[src/qpot_pkg.sv]
/*
 Package for the quad potentiometer serial command unit: identification
 layout, opcodes, state encoding and timing counts.
 Assumes a 125 MHz core clock sampling a slower serial link.
*/
package qpot_pkg;
   // ****************************************
   // Identification byte
   // ****************************************
   // Device type code: arbitrary neutral value
   localparam logic [3:0] QPOT_TYPE_CODE = 4'hA;
   localparam int QPOT_ID_TYPE_LSB = 4;
   localparam int QPOT_ID_SEL_LSB = 0;

   // ****************************************
   // Instruction byte fields
   // ****************************************
   localparam int QPOT_OP_LSB = 4;
   localparam int QPOT_IDX_LSB = 2;
   localparam int QPOT_POT_LSB = 0;

   localparam logic [3:0] QPOT_OP_RD_WIPER = 4'h9;
   localparam logic [3:0] QPOT_OP_WR_WIPER = 4'hA;
   localparam logic [3:0] QPOT_OP_RD_SET = 4'hB;
   localparam logic [3:0] QPOT_OP_WR_SET = 4'hC;
   localparam logic [3:0] QPOT_OP_SET_TO_WIPER = 4'hD;
   localparam logic [3:0] QPOT_OP_WIPER_TO_SET = 4'hE;
   localparam logic [3:0] QPOT_OP_GSET_TO_WIPER = 4'h1;
   localparam logic [3:0] QPOT_OP_GWIPER_TO_SET = 4'h8;
   localparam logic [3:0] QPOT_OP_STEP = 4'h2;
   localparam logic [3:0] QPOT_OP_STATUS = 4'h5;

   // ****************************************
   // Frame states
   // ****************************************
   typedef enum logic [2:0]
   {
      QPOT_ST_ID = 3'b000,
      QPOT_ST_INSTR = 3'b001,
      QPOT_ST_DATA = 3'b010,
      QPOT_ST_STEP = 3'b011,
      QPOT_ST_DONE = 3'b100,
      QPOT_ST_IGNORE = 3'b101
   } qpot_state_e;

   // ****************************************
   // Timing
   // ****************************************
   localparam int QPOT_CLK_MHZ = 125;
   localparam int QPOT_NV_WRITE_MS = 10;
   localparam int QPOT_NV_WRITE_CYC = QPOT_NV_WRITE_MS * 1000 * QPOT_CLK_MHZ;
   localparam int QPOT_WIPER_DELAY_NS = 200;
   localparam int QPOT_WIPER_DELAY_CYC = (QPOT_WIPER_DELAY_NS * QPOT_CLK_MHZ) / 1000;
endpackage

[src/qpot_tap_decode.sv]
/*
 One-hot tap decoder for one potentiometer array.
 Assumes a registered wiper position at its input.
*/
`timescale 1ns/1ps
module qpot_tap_decode
(
   // Clock and reset
   input wire logic mclk,
   input wire logic rst,
   // Position in
   input wire logic [7:0] position,
   // Tap switches out
   output logic [255:0] taps
);
   // Registered so exactly one switch is ever closed, with no decode glitches
   always_ff @(posedge mclk)
   begin
      if (rst)
      begin
         taps <= 256'h1;
      end
      else
      begin
         taps <= 256'h1 << position; // [RQ4]
      end
   end
endmodule

[src/qpot_cmd_unit.sv]
/*
 Serial command front end of a quad digital potentiometer: frames,
 decodes and executes commands on four wiper and sixteen setting registers.
 Assumes link pins are asynchronous to mclk and are synchronised here;
 rst stands for power-up.
*/
// Function
// RQ1 - Write lock low blocks setting writes
// RQ2 - Sample input on rising link clock
// RQ3 - Output tri-state unless returning read data
// RQ4 - Wiper decoded one-hot over 256 taps
// RQ5 - Power-up loads wiper from setting zero
// RQ6 - Four readable writable setting registers per pot
// RQ7 - Setting write finishes within ten ms
// RQ8 - Store starts at select rise, complete only
// RQ9 - Write pending flag readable by status
// RQ10 - Identification byte first with type code
// RQ11 - Select bits must match bus select pins
// RQ12 - Host sends middle identification bits zero
// RQ13 - Instruction byte: op, index, pot
// RQ14 - Copy commands end after instruction byte
// RQ15 - Global copy acts on all pots
// RQ16 - Wiper moves after response delay
// RQ17 - Wiper to setting copy is nonvolatile
// RQ18 - Reads shift out, writes shift in third byte
// RQ19 - Step command moves wiper per clock pulse
// RQ20 - Stepping saturates at end taps
// RQ21 - Mismatched identification ignores rest of frame
// RQ22 - Output data changes on falling link clock
// RQ23 - Pause input freezes frame state
// RQ24 - Deselected: tri-state, standby unless writing
// RQ25 - No command before first select fall
`timescale 1ns/1ps
module qpot_cmd_unit
#(
   parameter int NV_WRITE_CYC = qpot_pkg::QPOT_NV_WRITE_CYC
)
(
   // Clock and reset
   input wire logic mclk,
   input wire logic rst,
   // Serial link pins
   input wire logic link_clk,
   input wire logic select_n,
   input wire logic serial_in,
   output logic serial_out,
   output logic serial_out_oe,
   input wire logic pause_n,
   input wire logic write_lock_n,
   input wire logic [1:0] bus_select_pins,
   // Status
   output logic write_pending_flag,
   output logic standby,
   // Analog switch control
   output logic [255:0] taps0,
   output logic [255:0] taps1,
   output logic [255:0] taps2,
   output logic [255:0] taps3
);
   // ****************************************
   // Pin synchronisers
   // ****************************************
   logic [4:0] sync1_r;
   logic [4:0] sync2_r;
   logic [1:0] addr1_r;
   logic [1:0] addr2_r;
   always_ff @(posedge mclk)
   begin
      if (rst)
      begin
         sync1_r <= 5'h1F;
         sync2_r <= 5'h1F;
         addr1_r <= 2'h0;
         addr2_r <= 2'h0;
      end
      else
      begin
         sync1_r <= {link_clk, select_n, serial_in, pause_n, write_lock_n};
         sync2_r <= sync1_r;
         addr1_r <= bus_select_pins;
         addr2_r <= addr1_r;
      end
   end
   logic sck_s, sel_n_s, si_s, pause_n_s, lock_n_s;
   assign sck_s = sync2_r[4];
   assign sel_n_s = sync2_r[3];
   assign si_s = sync2_r[2];
   assign pause_n_s = sync2_r[1];
   assign lock_n_s = sync2_r[0];

   logic sck_d_r, sel_d_r;
   always_ff @(posedge mclk)
   begin
      if (rst)
      begin
         sck_d_r <= 1'b0;
         sel_d_r <= 1'b1;
      end
      else
      begin
         sck_d_r <= sck_s;
         sel_d_r <= sel_n_s;
      end
   end
   // Link clock edges are ignored while paused so the frame state freezes
   logic sck_rise, sck_fall, sel_fall, sel_rise, active;
   assign active = ~sel_n_s & pause_n_s; // [RQ23]
   assign sck_rise = active & sck_s & ~sck_d_r; // [RQ2]
   assign sck_fall = active & ~sck_s & sck_d_r;
   assign sel_fall = sel_d_r & ~sel_n_s;
   assign sel_rise = ~sel_d_r & sel_n_s;

   // ****************************************
   // Storage
   // ****************************************
   logic [7:0] wiper_position_register [4];
   // Blank cells at first power-up; rst leaves them alone since they stand for nonvolatile storage
   logic [7:0] nv_setting_register [16] = '{default: 8'h00}; // [RQ6]

   // ****************************************
   // Frame decoder
   // ****************************************
   qpot_pkg::qpot_state_e state_r;
   logic armed_r;
   logic [2:0] bit_cnt_r;
   logic [7:0] shift_r;
   logic [7:0] instr_r;
   logic [7:0] out_r;
   logic drive_r;
   logic complete_r;
   logic [7:0] byte_in;
   logic byte_done;
   logic [3:0] op;
   logic [1:0] idx, pot;
   logic [3:0] nv_addr;

   assign byte_in = {shift_r[6:0], si_s};
   assign byte_done = sck_rise & (bit_cnt_r == 3'd7);
   assign op = instr_r[qpot_pkg::QPOT_OP_LSB +: 4];
   assign idx = instr_r[qpot_pkg::QPOT_IDX_LSB +: 2];
   assign pot = instr_r[qpot_pkg::QPOT_POT_LSB +: 2];
   assign nv_addr = {pot, idx};

   // Opcode of the byte just finished in the instruction state
   logic [3:0] new_op;
   assign new_op = byte_in[qpot_pkg::QPOT_OP_LSB +: 4];

   always_ff @(posedge mclk)
   begin
      if (rst)
      begin
         state_r <= qpot_pkg::QPOT_ST_IGNORE;
         armed_r <= 1'b0;
         bit_cnt_r <= 3'd0;
         shift_r <= 8'h00;
         instr_r <= 8'h00;
         complete_r <= 1'b0;
      end
      else if (sel_n_s)
      begin
         state_r <= qpot_pkg::QPOT_ST_IGNORE;
         bit_cnt_r <= 3'd0;
         complete_r <= 1'b0;
      end
      else if (sel_fall)
      begin
         state_r <= qpot_pkg::QPOT_ST_ID;
         armed_r <= 1'b1; // [RQ25]
         bit_cnt_r <= 3'd0;
         complete_r <= 1'b0;
      end
      else if (sck_rise)
      begin
         shift_r <= byte_in;
         bit_cnt_r <= bit_cnt_r + 3'd1;
         unique case (state_r)
            qpot_pkg::QPOT_ST_ID:
            begin
               if (byte_done)
               begin
                  // Middle bits are the host's to keep zero; only type and select are checked
                  if (armed_r && byte_in[qpot_pkg::QPOT_ID_TYPE_LSB +: 4] == qpot_pkg::QPOT_TYPE_CODE // [RQ10]
                      && byte_in[qpot_pkg::QPOT_ID_SEL_LSB +: 2] == addr2_r) // [RQ11] [RQ12]
                     state_r <= qpot_pkg::QPOT_ST_INSTR;
                  else
                     state_r <= qpot_pkg::QPOT_ST_IGNORE; // [RQ21]
               end
            end
            qpot_pkg::QPOT_ST_INSTR:
            begin
               if (byte_done)
               begin
                  instr_r <= byte_in; // [RQ13]
                  unique case (new_op)
                     qpot_pkg::QPOT_OP_SET_TO_WIPER, qpot_pkg::QPOT_OP_WIPER_TO_SET,
                     qpot_pkg::QPOT_OP_GSET_TO_WIPER, qpot_pkg::QPOT_OP_GWIPER_TO_SET:
                     begin
                        state_r <= qpot_pkg::QPOT_ST_DONE; // [RQ14]
                        complete_r <= 1'b1;
                     end
                     qpot_pkg::QPOT_OP_RD_WIPER, qpot_pkg::QPOT_OP_WR_WIPER, qpot_pkg::QPOT_OP_RD_SET,
                     qpot_pkg::QPOT_OP_WR_SET, qpot_pkg::QPOT_OP_STATUS:
                        state_r <= qpot_pkg::QPOT_ST_DATA; // [RQ18]
                     qpot_pkg::QPOT_OP_STEP:
                        state_r <= qpot_pkg::QPOT_ST_STEP;
                     default:
                        state_r <= qpot_pkg::QPOT_ST_IGNORE;
                  endcase
               end
            end
            qpot_pkg::QPOT_ST_DATA:
            begin
               if (byte_done)
               begin
                  state_r <= qpot_pkg::QPOT_ST_DONE;
                  complete_r <= 1'b1;
               end
            end
            qpot_pkg::QPOT_ST_STEP, qpot_pkg::QPOT_ST_DONE, qpot_pkg::QPOT_ST_IGNORE:
               state_r <= state_r;
            default:
               state_r <= qpot_pkg::QPOT_ST_IGNORE;
         endcase
      end
   end

   // ****************************************
   // Read data path
   // ****************************************
   logic reading;
   assign reading = (op == qpot_pkg::QPOT_OP_RD_WIPER) | (op == qpot_pkg::QPOT_OP_RD_SET)
                    | (op == qpot_pkg::QPOT_OP_STATUS);
   logic [7:0] read_word;
   always_comb
   begin
      unique case (op)
         qpot_pkg::QPOT_OP_RD_WIPER: read_word = wiper_position_register[pot];
         qpot_pkg::QPOT_OP_RD_SET: read_word = nv_setting_register[nv_addr];
         default: read_word = {7'h00, write_pending_flag}; // [RQ9]
      endcase
   end
   always_ff @(posedge mclk)
   begin
      if (rst || sel_n_s)
      begin
         out_r <= 8'h00;
         drive_r <= 1'b0;
         serial_out <= 1'b0;
      end
      else if (sck_fall)
      begin
         // First falling edge after the instruction byte loads the word
         if (state_r == qpot_pkg::QPOT_ST_DATA && bit_cnt_r == 3'd0 && !drive_r && reading)
         begin
            out_r <= {read_word[6:0], 1'b0};
            drive_r <= 1'b1;
            serial_out <= read_word[7]; // [RQ22]
         end
         else if (drive_r && state_r == qpot_pkg::QPOT_ST_DATA)
         begin
            serial_out <= out_r[7];
            out_r <= {out_r[6:0], 1'b0};
         end
         else
         begin
            drive_r <= 1'b0;
         end
      end
   end
   assign serial_out_oe = drive_r & ~sel_n_s; // [RQ3] [RQ24]

   // ****************************************
   // Nonvolatile write timer
   // ****************************************
   logic [31:0] nv_cnt_r;
   always_ff @(posedge mclk)
   begin
      if (rst)
         nv_cnt_r <= 32'h0;
      else if (sel_rise && complete_r && lock_n_s // [RQ1] [RQ8]
               && (op == qpot_pkg::QPOT_OP_WR_SET || op == qpot_pkg::QPOT_OP_WIPER_TO_SET
                   || op == qpot_pkg::QPOT_OP_GWIPER_TO_SET))
         nv_cnt_r <= 32'(NV_WRITE_CYC); // [RQ7] [RQ17]
      else if (nv_cnt_r != 32'h0)
         nv_cnt_r <= nv_cnt_r - 32'h1;
   end
   assign write_pending_flag = (nv_cnt_r != 32'h0); // [RQ9]
   assign standby = sel_n_s & ~write_pending_flag; // [RQ24]

   // ****************************************
   // Setting registers
   // ****************************************
   always_ff @(posedge mclk)
   begin
      if (sel_rise && complete_r && lock_n_s && !rst) // [RQ1] [RQ8]
      begin
         unique case (op)
            qpot_pkg::QPOT_OP_WR_SET: nv_setting_register[nv_addr] <= shift_r;
            qpot_pkg::QPOT_OP_WIPER_TO_SET: nv_setting_register[nv_addr] <= wiper_position_register[pot];
            qpot_pkg::QPOT_OP_GWIPER_TO_SET:
               for (int p = 0; p < 4; p++)
                  nv_setting_register[{p[1:0], idx}] <= wiper_position_register[p]; // [RQ15]
            default: nv_setting_register[0] <= nv_setting_register[0];
         endcase
      end
   end

   // ****************************************
   // Wiper registers
   // ****************************************
   logic [7:0] wiper_delay_r;
   logic [3:0] load_mask_r;
   logic recall_r;
   always_ff @(posedge mclk)
   begin
      if (rst)
      begin
         recall_r <= 1'b1;
         load_mask_r <= 4'h0;
         wiper_delay_r <= 8'h00;
      end
      else
      begin
         recall_r <= 1'b0;
         if (wiper_delay_r != 8'h00)
            wiper_delay_r <= wiper_delay_r - 8'h01;
         else
            load_mask_r <= 4'h0;
         if (state_r == qpot_pkg::QPOT_ST_INSTR && byte_done && sel_n_s == 1'b0 && !sel_fall)
         begin
            if (new_op == qpot_pkg::QPOT_OP_SET_TO_WIPER || new_op == qpot_pkg::QPOT_OP_GSET_TO_WIPER)
            begin
               load_mask_r <= (new_op == qpot_pkg::QPOT_OP_GSET_TO_WIPER) ? 4'hF
                              : (4'h1 << byte_in[qpot_pkg::QPOT_POT_LSB +: 2]);
               wiper_delay_r <= 8'(qpot_pkg::QPOT_WIPER_DELAY_CYC); // [RQ16]
            end
         end
      end
   end
   logic [1:0] st_idx;
   assign st_idx = instr_r[qpot_pkg::QPOT_IDX_LSB +: 2];
   always_ff @(posedge mclk)
   begin
      for (int p = 0; p < 4; p++)
      begin
         if (recall_r)
            wiper_position_register[p] <= nv_setting_register[{p[1:0], 2'b00}]; // [RQ5]
         else if (load_mask_r[p] && wiper_delay_r == 8'h01)
            wiper_position_register[p] <= nv_setting_register[{p[1:0], st_idx}]; // [RQ15] [RQ16]
         else if (pot == p[1:0] && state_r == qpot_pkg::QPOT_ST_DATA && byte_done
                  && op == qpot_pkg::QPOT_OP_WR_WIPER && !sel_n_s)
            wiper_position_register[p] <= byte_in;
         else if (pot == p[1:0] && state_r == qpot_pkg::QPOT_ST_STEP && sck_rise)
         begin
            if (si_s && wiper_position_register[p] != 8'hFF) // [RQ19] [RQ20]
               wiper_position_register[p] <= wiper_position_register[p] + 8'h01;
            else if (!si_s && wiper_position_register[p] != 8'h00)
               wiper_position_register[p] <= wiper_position_register[p] - 8'h01;
         end
      end
   end

   // ****************************************
   // Tap decoders
   // ****************************************
   qpot_tap_decode u_dec0 (.mclk(mclk), .rst(rst), .position(wiper_position_register[0]), .taps(taps0));
   qpot_tap_decode u_dec1 (.mclk(mclk), .rst(rst), .position(wiper_position_register[1]), .taps(taps1));
   qpot_tap_decode u_dec2 (.mclk(mclk), .rst(rst), .position(wiper_position_register[2]), .taps(taps2));
   qpot_tap_decode u_dec3 (.mclk(mclk), .rst(rst), .position(wiper_position_register[3]), .taps(taps3));
endmodule

[config.mk]
export PLATFORM = sky130hd
export DESIGN_NAME = qpot_cmd_unit
export DESIGN_NICKNAME = d
export VERILOG_FILES = /design/src/qpot_pkg.sv /design/src/qpot_tap_decode.sv /design/src/qpot_cmd_unit.sv
export SDC_FILE = /design/constraint.sdc
export NUM_CORES = 2
export LEC_CHECK = 0
export ABC_AREA = 1
export BUFFER_PORTS_ARGS = -buffer_cell sky130_fd_sc_hd__buf_2
export CAP_MARGIN = 20
export CORE_AREA = 2 2 408 410
export CTS_BUF_LIST = sky130_fd_sc_hd__clkbuf_16
export DETAILED_ROUTE_END_ITERATION = 7
export DIE_AREA = 0 0 410 412
export GPL_ROUTABILITY_DRIVEN = 1
export HOLD_SLACK_MARGIN = 0.02
export PLACE_DENSITY = 0.56
export SYNTH_ARGS = -nofsm -noshare
export SYNTH_HDL_FRONTEND = slang
export SYNTH_SLANG_ARGS = --single-unit
[constraint.sdc]
create_clock -name mclk -period 2.35 [get_ports mclk]
set_clock_uncertainty 0.2 [all_clocks]
set_input_delay 0.47 -clock mclk [delete_from_list [all_inputs] [get_ports mclk]]
set_output_delay 0.47 -clock mclk [all_outputs]
set_load 0.05 [all_outputs]
==> results_dict.tcl <==
set metrics [dict create \
    htreeDepth 4 \
    violations "setup timing" \
    clockBufferDepth 3 \
    synthCells 4888 \
    ant_nets 0 \
    status "complete, but fails checks" \
    avgSynthCellArea_um2 8.87 \
    mostFrequentLayoutCells "1104 x dfxtp_1, 1027 x buf_2, 930 x nor2_1" \
    clock_latency_ps 810 \
    cap_violations 0 \
    pre_cts_ws_ps -217 \
    n_antenna_cell 0 \
    grt_pass1_wl_mm 257 \
    p_leak_nw 26.9 \
    cts.sinks 1282 \
    power.switching_mw 12.9 \
    tightestPinTransition_ps 803 \
    intPower_mw 37.4 \
    worstPathRequired_ps 1680 \
    slowest_stage "dfxtp_1" \
    io_pins 1037 \
    peakVddDrop_uv 749 \
    ys_warn_count 0 \
    final_nets 6318 \
    ys.flop_type "dfxtp_1" \
    numPortBuffers 1036 \
    die-area_um2 169000 \
    grt_use_met1_pct 24.3 \
    synth-seq-area-share_pct 62.9 \
    cts_tree "built" \
    holdCritPathClass "reg2reg" \
    cp_cell_sequence "nor2_2, nand2_1, nor2_2, nand2_2, nor2_4, inv_4, nor2_4, buf_12" \
    chipWidth_um 410 \
    critPathCaptureType "output pin" \
    swShare_pct 25.6 \
    rows 149 \
    fin_tns_setup_ps -735 \
    power_density_nw_per_um2 840 \
    final.setup.worst_slack_ps -413 \
    dp_hpwl_mm 137 \
    yosysUniqueCellTypes 48 \
    grt_pass1_vias 37954 \
    numCtsBuffers 142 \
    synth-edff-count 160 \
    core_area_um2 164000 \
    dpl_cell_area_um2 53900 \
    drt_iter0_drc 3090 \
    period_minus_slack_ps 2760 \
    async_flop_share_pct 0 \
    synth-seq-cells 1282 \
    crit_path_start_kind "flop" \
    syn-cell-area_um2 43300 \
    synth_top_cell_by_area "dfxtp_1" \
    crit_type "reg2out" \
    syn_nets 4937 \
    critPathMaxFanout 3 \
    power.total_mw 50.2 \
    start_util_pct 26.4 \
    fmax_ghz 0.362 \
    vias_per_cell 4.61 \
    mostFrequentLayoutCell "dfxtp_1" \
    comb_power_share_pct 9.8 \
    grt_usage_pct 20.4 \
    rsz0062_at_grt "true" \
    n_fill_cell 16810 \
    ys_top_cells_by_area "dfxtp_1 52%, edfxtp_1 11%, nor2_1 8.5%" \
    syn_to_final_growth_pct 37.9 \
    cts_root_buffer "clkbuf_16" \
    drc 0 \
    hold_violations 0 \
    grt_max_degree 87 \
    worst_path_largest_cell_delay_ps 340 \
    place_congestion 0.954 \
    max-slew-margin-rel_pct 46.1 \
    clkTransAtPathRegs_ps 60 \
    dr.pass1.iters 6 \
    wl_per_cell_um 21.2 \
    die_h_um 412 \
    post-route-period-util_pct 118 \
    synth_top_area_share_pct 51.8 \
    stdcell_area_um2 59800 \
    top_usage_layer "met2" \
    p_seq_share_pct 45.4 \
    routed_wl_mm 182 \
    slew_viol_final 0 \
    use_met2_pct 35.9 \
    use_met3_pct 5.01 \
    vias 39512 \
    drive_above_1_share_pct 31.0 \
    arrival_ps 2090 \
    setup_viol 2 \
    clkPwrFrac_pct 44.8 \
    antenna_found_initial 3 \
    grt_overflow 0 \
]
==> sequential cells by signal, indices dropped and copies added, names as in the netlist, 2 cells and up, named ones only <==
| register | count |
|---|---|
| u_dec0.taps | 256 |
| u_dec1.taps | 256 |
| u_dec2.taps | 256 |
| u_dec3.taps | 256 |
| nv_setting_register | 128 |
| nv_cnt_r | 32 |
| wiper_position_register | 32 |
| instr_r | 8 |
| shift_r | 8 |
| wiper_delay_r | 8 |
| out_r | 7 |
| sync1_r | 5 |
| sync2_r | 5 |
| load_mask_r | 4 |
| bit_cnt_r | 3 |
| state_r | 3 |
| addr1_r | 2 |
| addr2_r | 2 |
==> Yosys cell counts, types with 3 or more instances <==
| cell | instances |
|---|---|
| dfxtp_1 | 1122 |
| nor2_1 | 976 |
| nand2_1 | 843 |
| nand3_1 | 389 |
| nor3_1 | 382 |
| clkbuf_1 | 223 |
| inv_1 | 186 |
| edfxtp_1 | 160 |
| o21ai_0 | 160 |
| a21oi_1 | 79 |
| ha_1 | 40 |
| o21ai_1 | 38 |
| xor2_1 | 38 |
| buf_2 | 36 |
| nand4_1 | 34 |
| buf_1 | 24 |
| inv_2 | 20 |
| or2_2 | 18 |
| nand3_2 | 14 |
| clkinv_1 | 13 |
| xnor2_1 | 13 |
| o211ai_1 | 10 |
| nand2_2 | 8 |
| and2_1 | 7 |
| nor2_4 | 7 |
| a31oi_1 | 5 |
| nor2_2 | 5 |
| o31ai_1 | 5 |
| o211ai_2 | 4 |
| a211oi_1 | 3 |
| nor4_1 | 3 |
==> metal layers <==
| metal | vias to the layer above | share of wire, % | routed length (µm) |
|---|---|---|---|
| met3 | 282 | 7.5 | 13500 |
| met4 | 4 | 3.2 | 5790 |
| li1 | 18593 | - | - |
| met1 | 19018 | 40 | 71800 |
| met5 | - | 0.015 | 28 |
| met2 | 1615 | 50 | 90500 |
==> worst max-delay path: cells and delay by family (launching register included) <==
| kind | cells | cell delay [ps] |
|---|---|---|
| buffers and inverters | 2 | 220 |
| AND/OR/NAND/NOR | 6 | 720 |
| flip-flops | 1 | 340 |
==> final cells by class <==
cell class / instances / area (µm²) / area share [%]
Multi-Input combinational cell: 3101 / 14800 / 24.8
Timing Repair Buffer: 1522 / 9390 / 15.7
Clock buffer: 148 / 3700 / 6.19
Clock inverter: 103 / 1020 / 1.70
Tap cell: 2189 / 2740 / 4.58
Timing Repair inverter: 1 / 7.51 / 0.0126
Inverter: 219 / 843 / 1.41
Sequential cell: 1282 / 27300 / 45.6
==> power groups by stage <==
stage          combinational [mW]  sequential, mW  clock [mW]
5_1_grt                      5.46            22.8        23.8
3_3_place_gp                 4.24            23.2           0
3_5_place_dp                 4.30            23.2           0
4_1_cts                      4.68            22.7        23.0
6_report                     4.94            22.8        22.5
2_1_floorplan                2.73            23.2           0
==> metrics by stage <==
stage | cells | hold slack, ps | utilization (%)
4_1_cts | 8538 | 191 | 36.0
3_3_place_gp | 8261 | 196 | 32.8
2_1_floorplan | 4888 | 188 | -
3_5_place_dp | 8261 | 196 | 32.8
5_1_grt | 8565 | 219 | 36.4
6_report | 8565 | 185 | 36.4
==> final timing paths <==
check                                               start                           to  slack (ps)  depth (start not counted)
setup reg to reg  wiper_position_register[2][4]$_DFFE_PP_  u_dec2.taps[104]$_SDFF_PP0_          40                          6
setup / recovery                nv_cnt_r[22]$_SDFFE_PP0N_                      standby        -410                          8
hold reg to reg                     addr1_r[0]$_SDFF_PP0_        addr2_r[0]$_SDFF_PP0_         190                          2
hold / removal                      addr1_r[0]$_SDFF_PP0_        addr2_r[0]$_SDFF_PP0_         190                          2
==> kinds of logic (layout without fill, tap and decap cells) <==
kind of cell	after synthesis	in the layout	synth area share, %
adders and majority gates	40	40	1.15
DFF	1282	1282	62.9
xor gates and xnor gates	51	51	1.03
AOI/OAI and AO/OA	316	316	3.93
buffers and inverters	505	1993	4.51
and+or+nand+nor	2694	2694	26.5
==> repair_timing <==
item,in CTS,in global routing
resized for setup,69,154
pin swaps,8,27
hold buffers,8,0
hold endpoints to repair,8,0
cloned,0,1
setup buffers,18,26
endpoints found under the setup margin,194,304
Power figures use the tool's default switching activity.
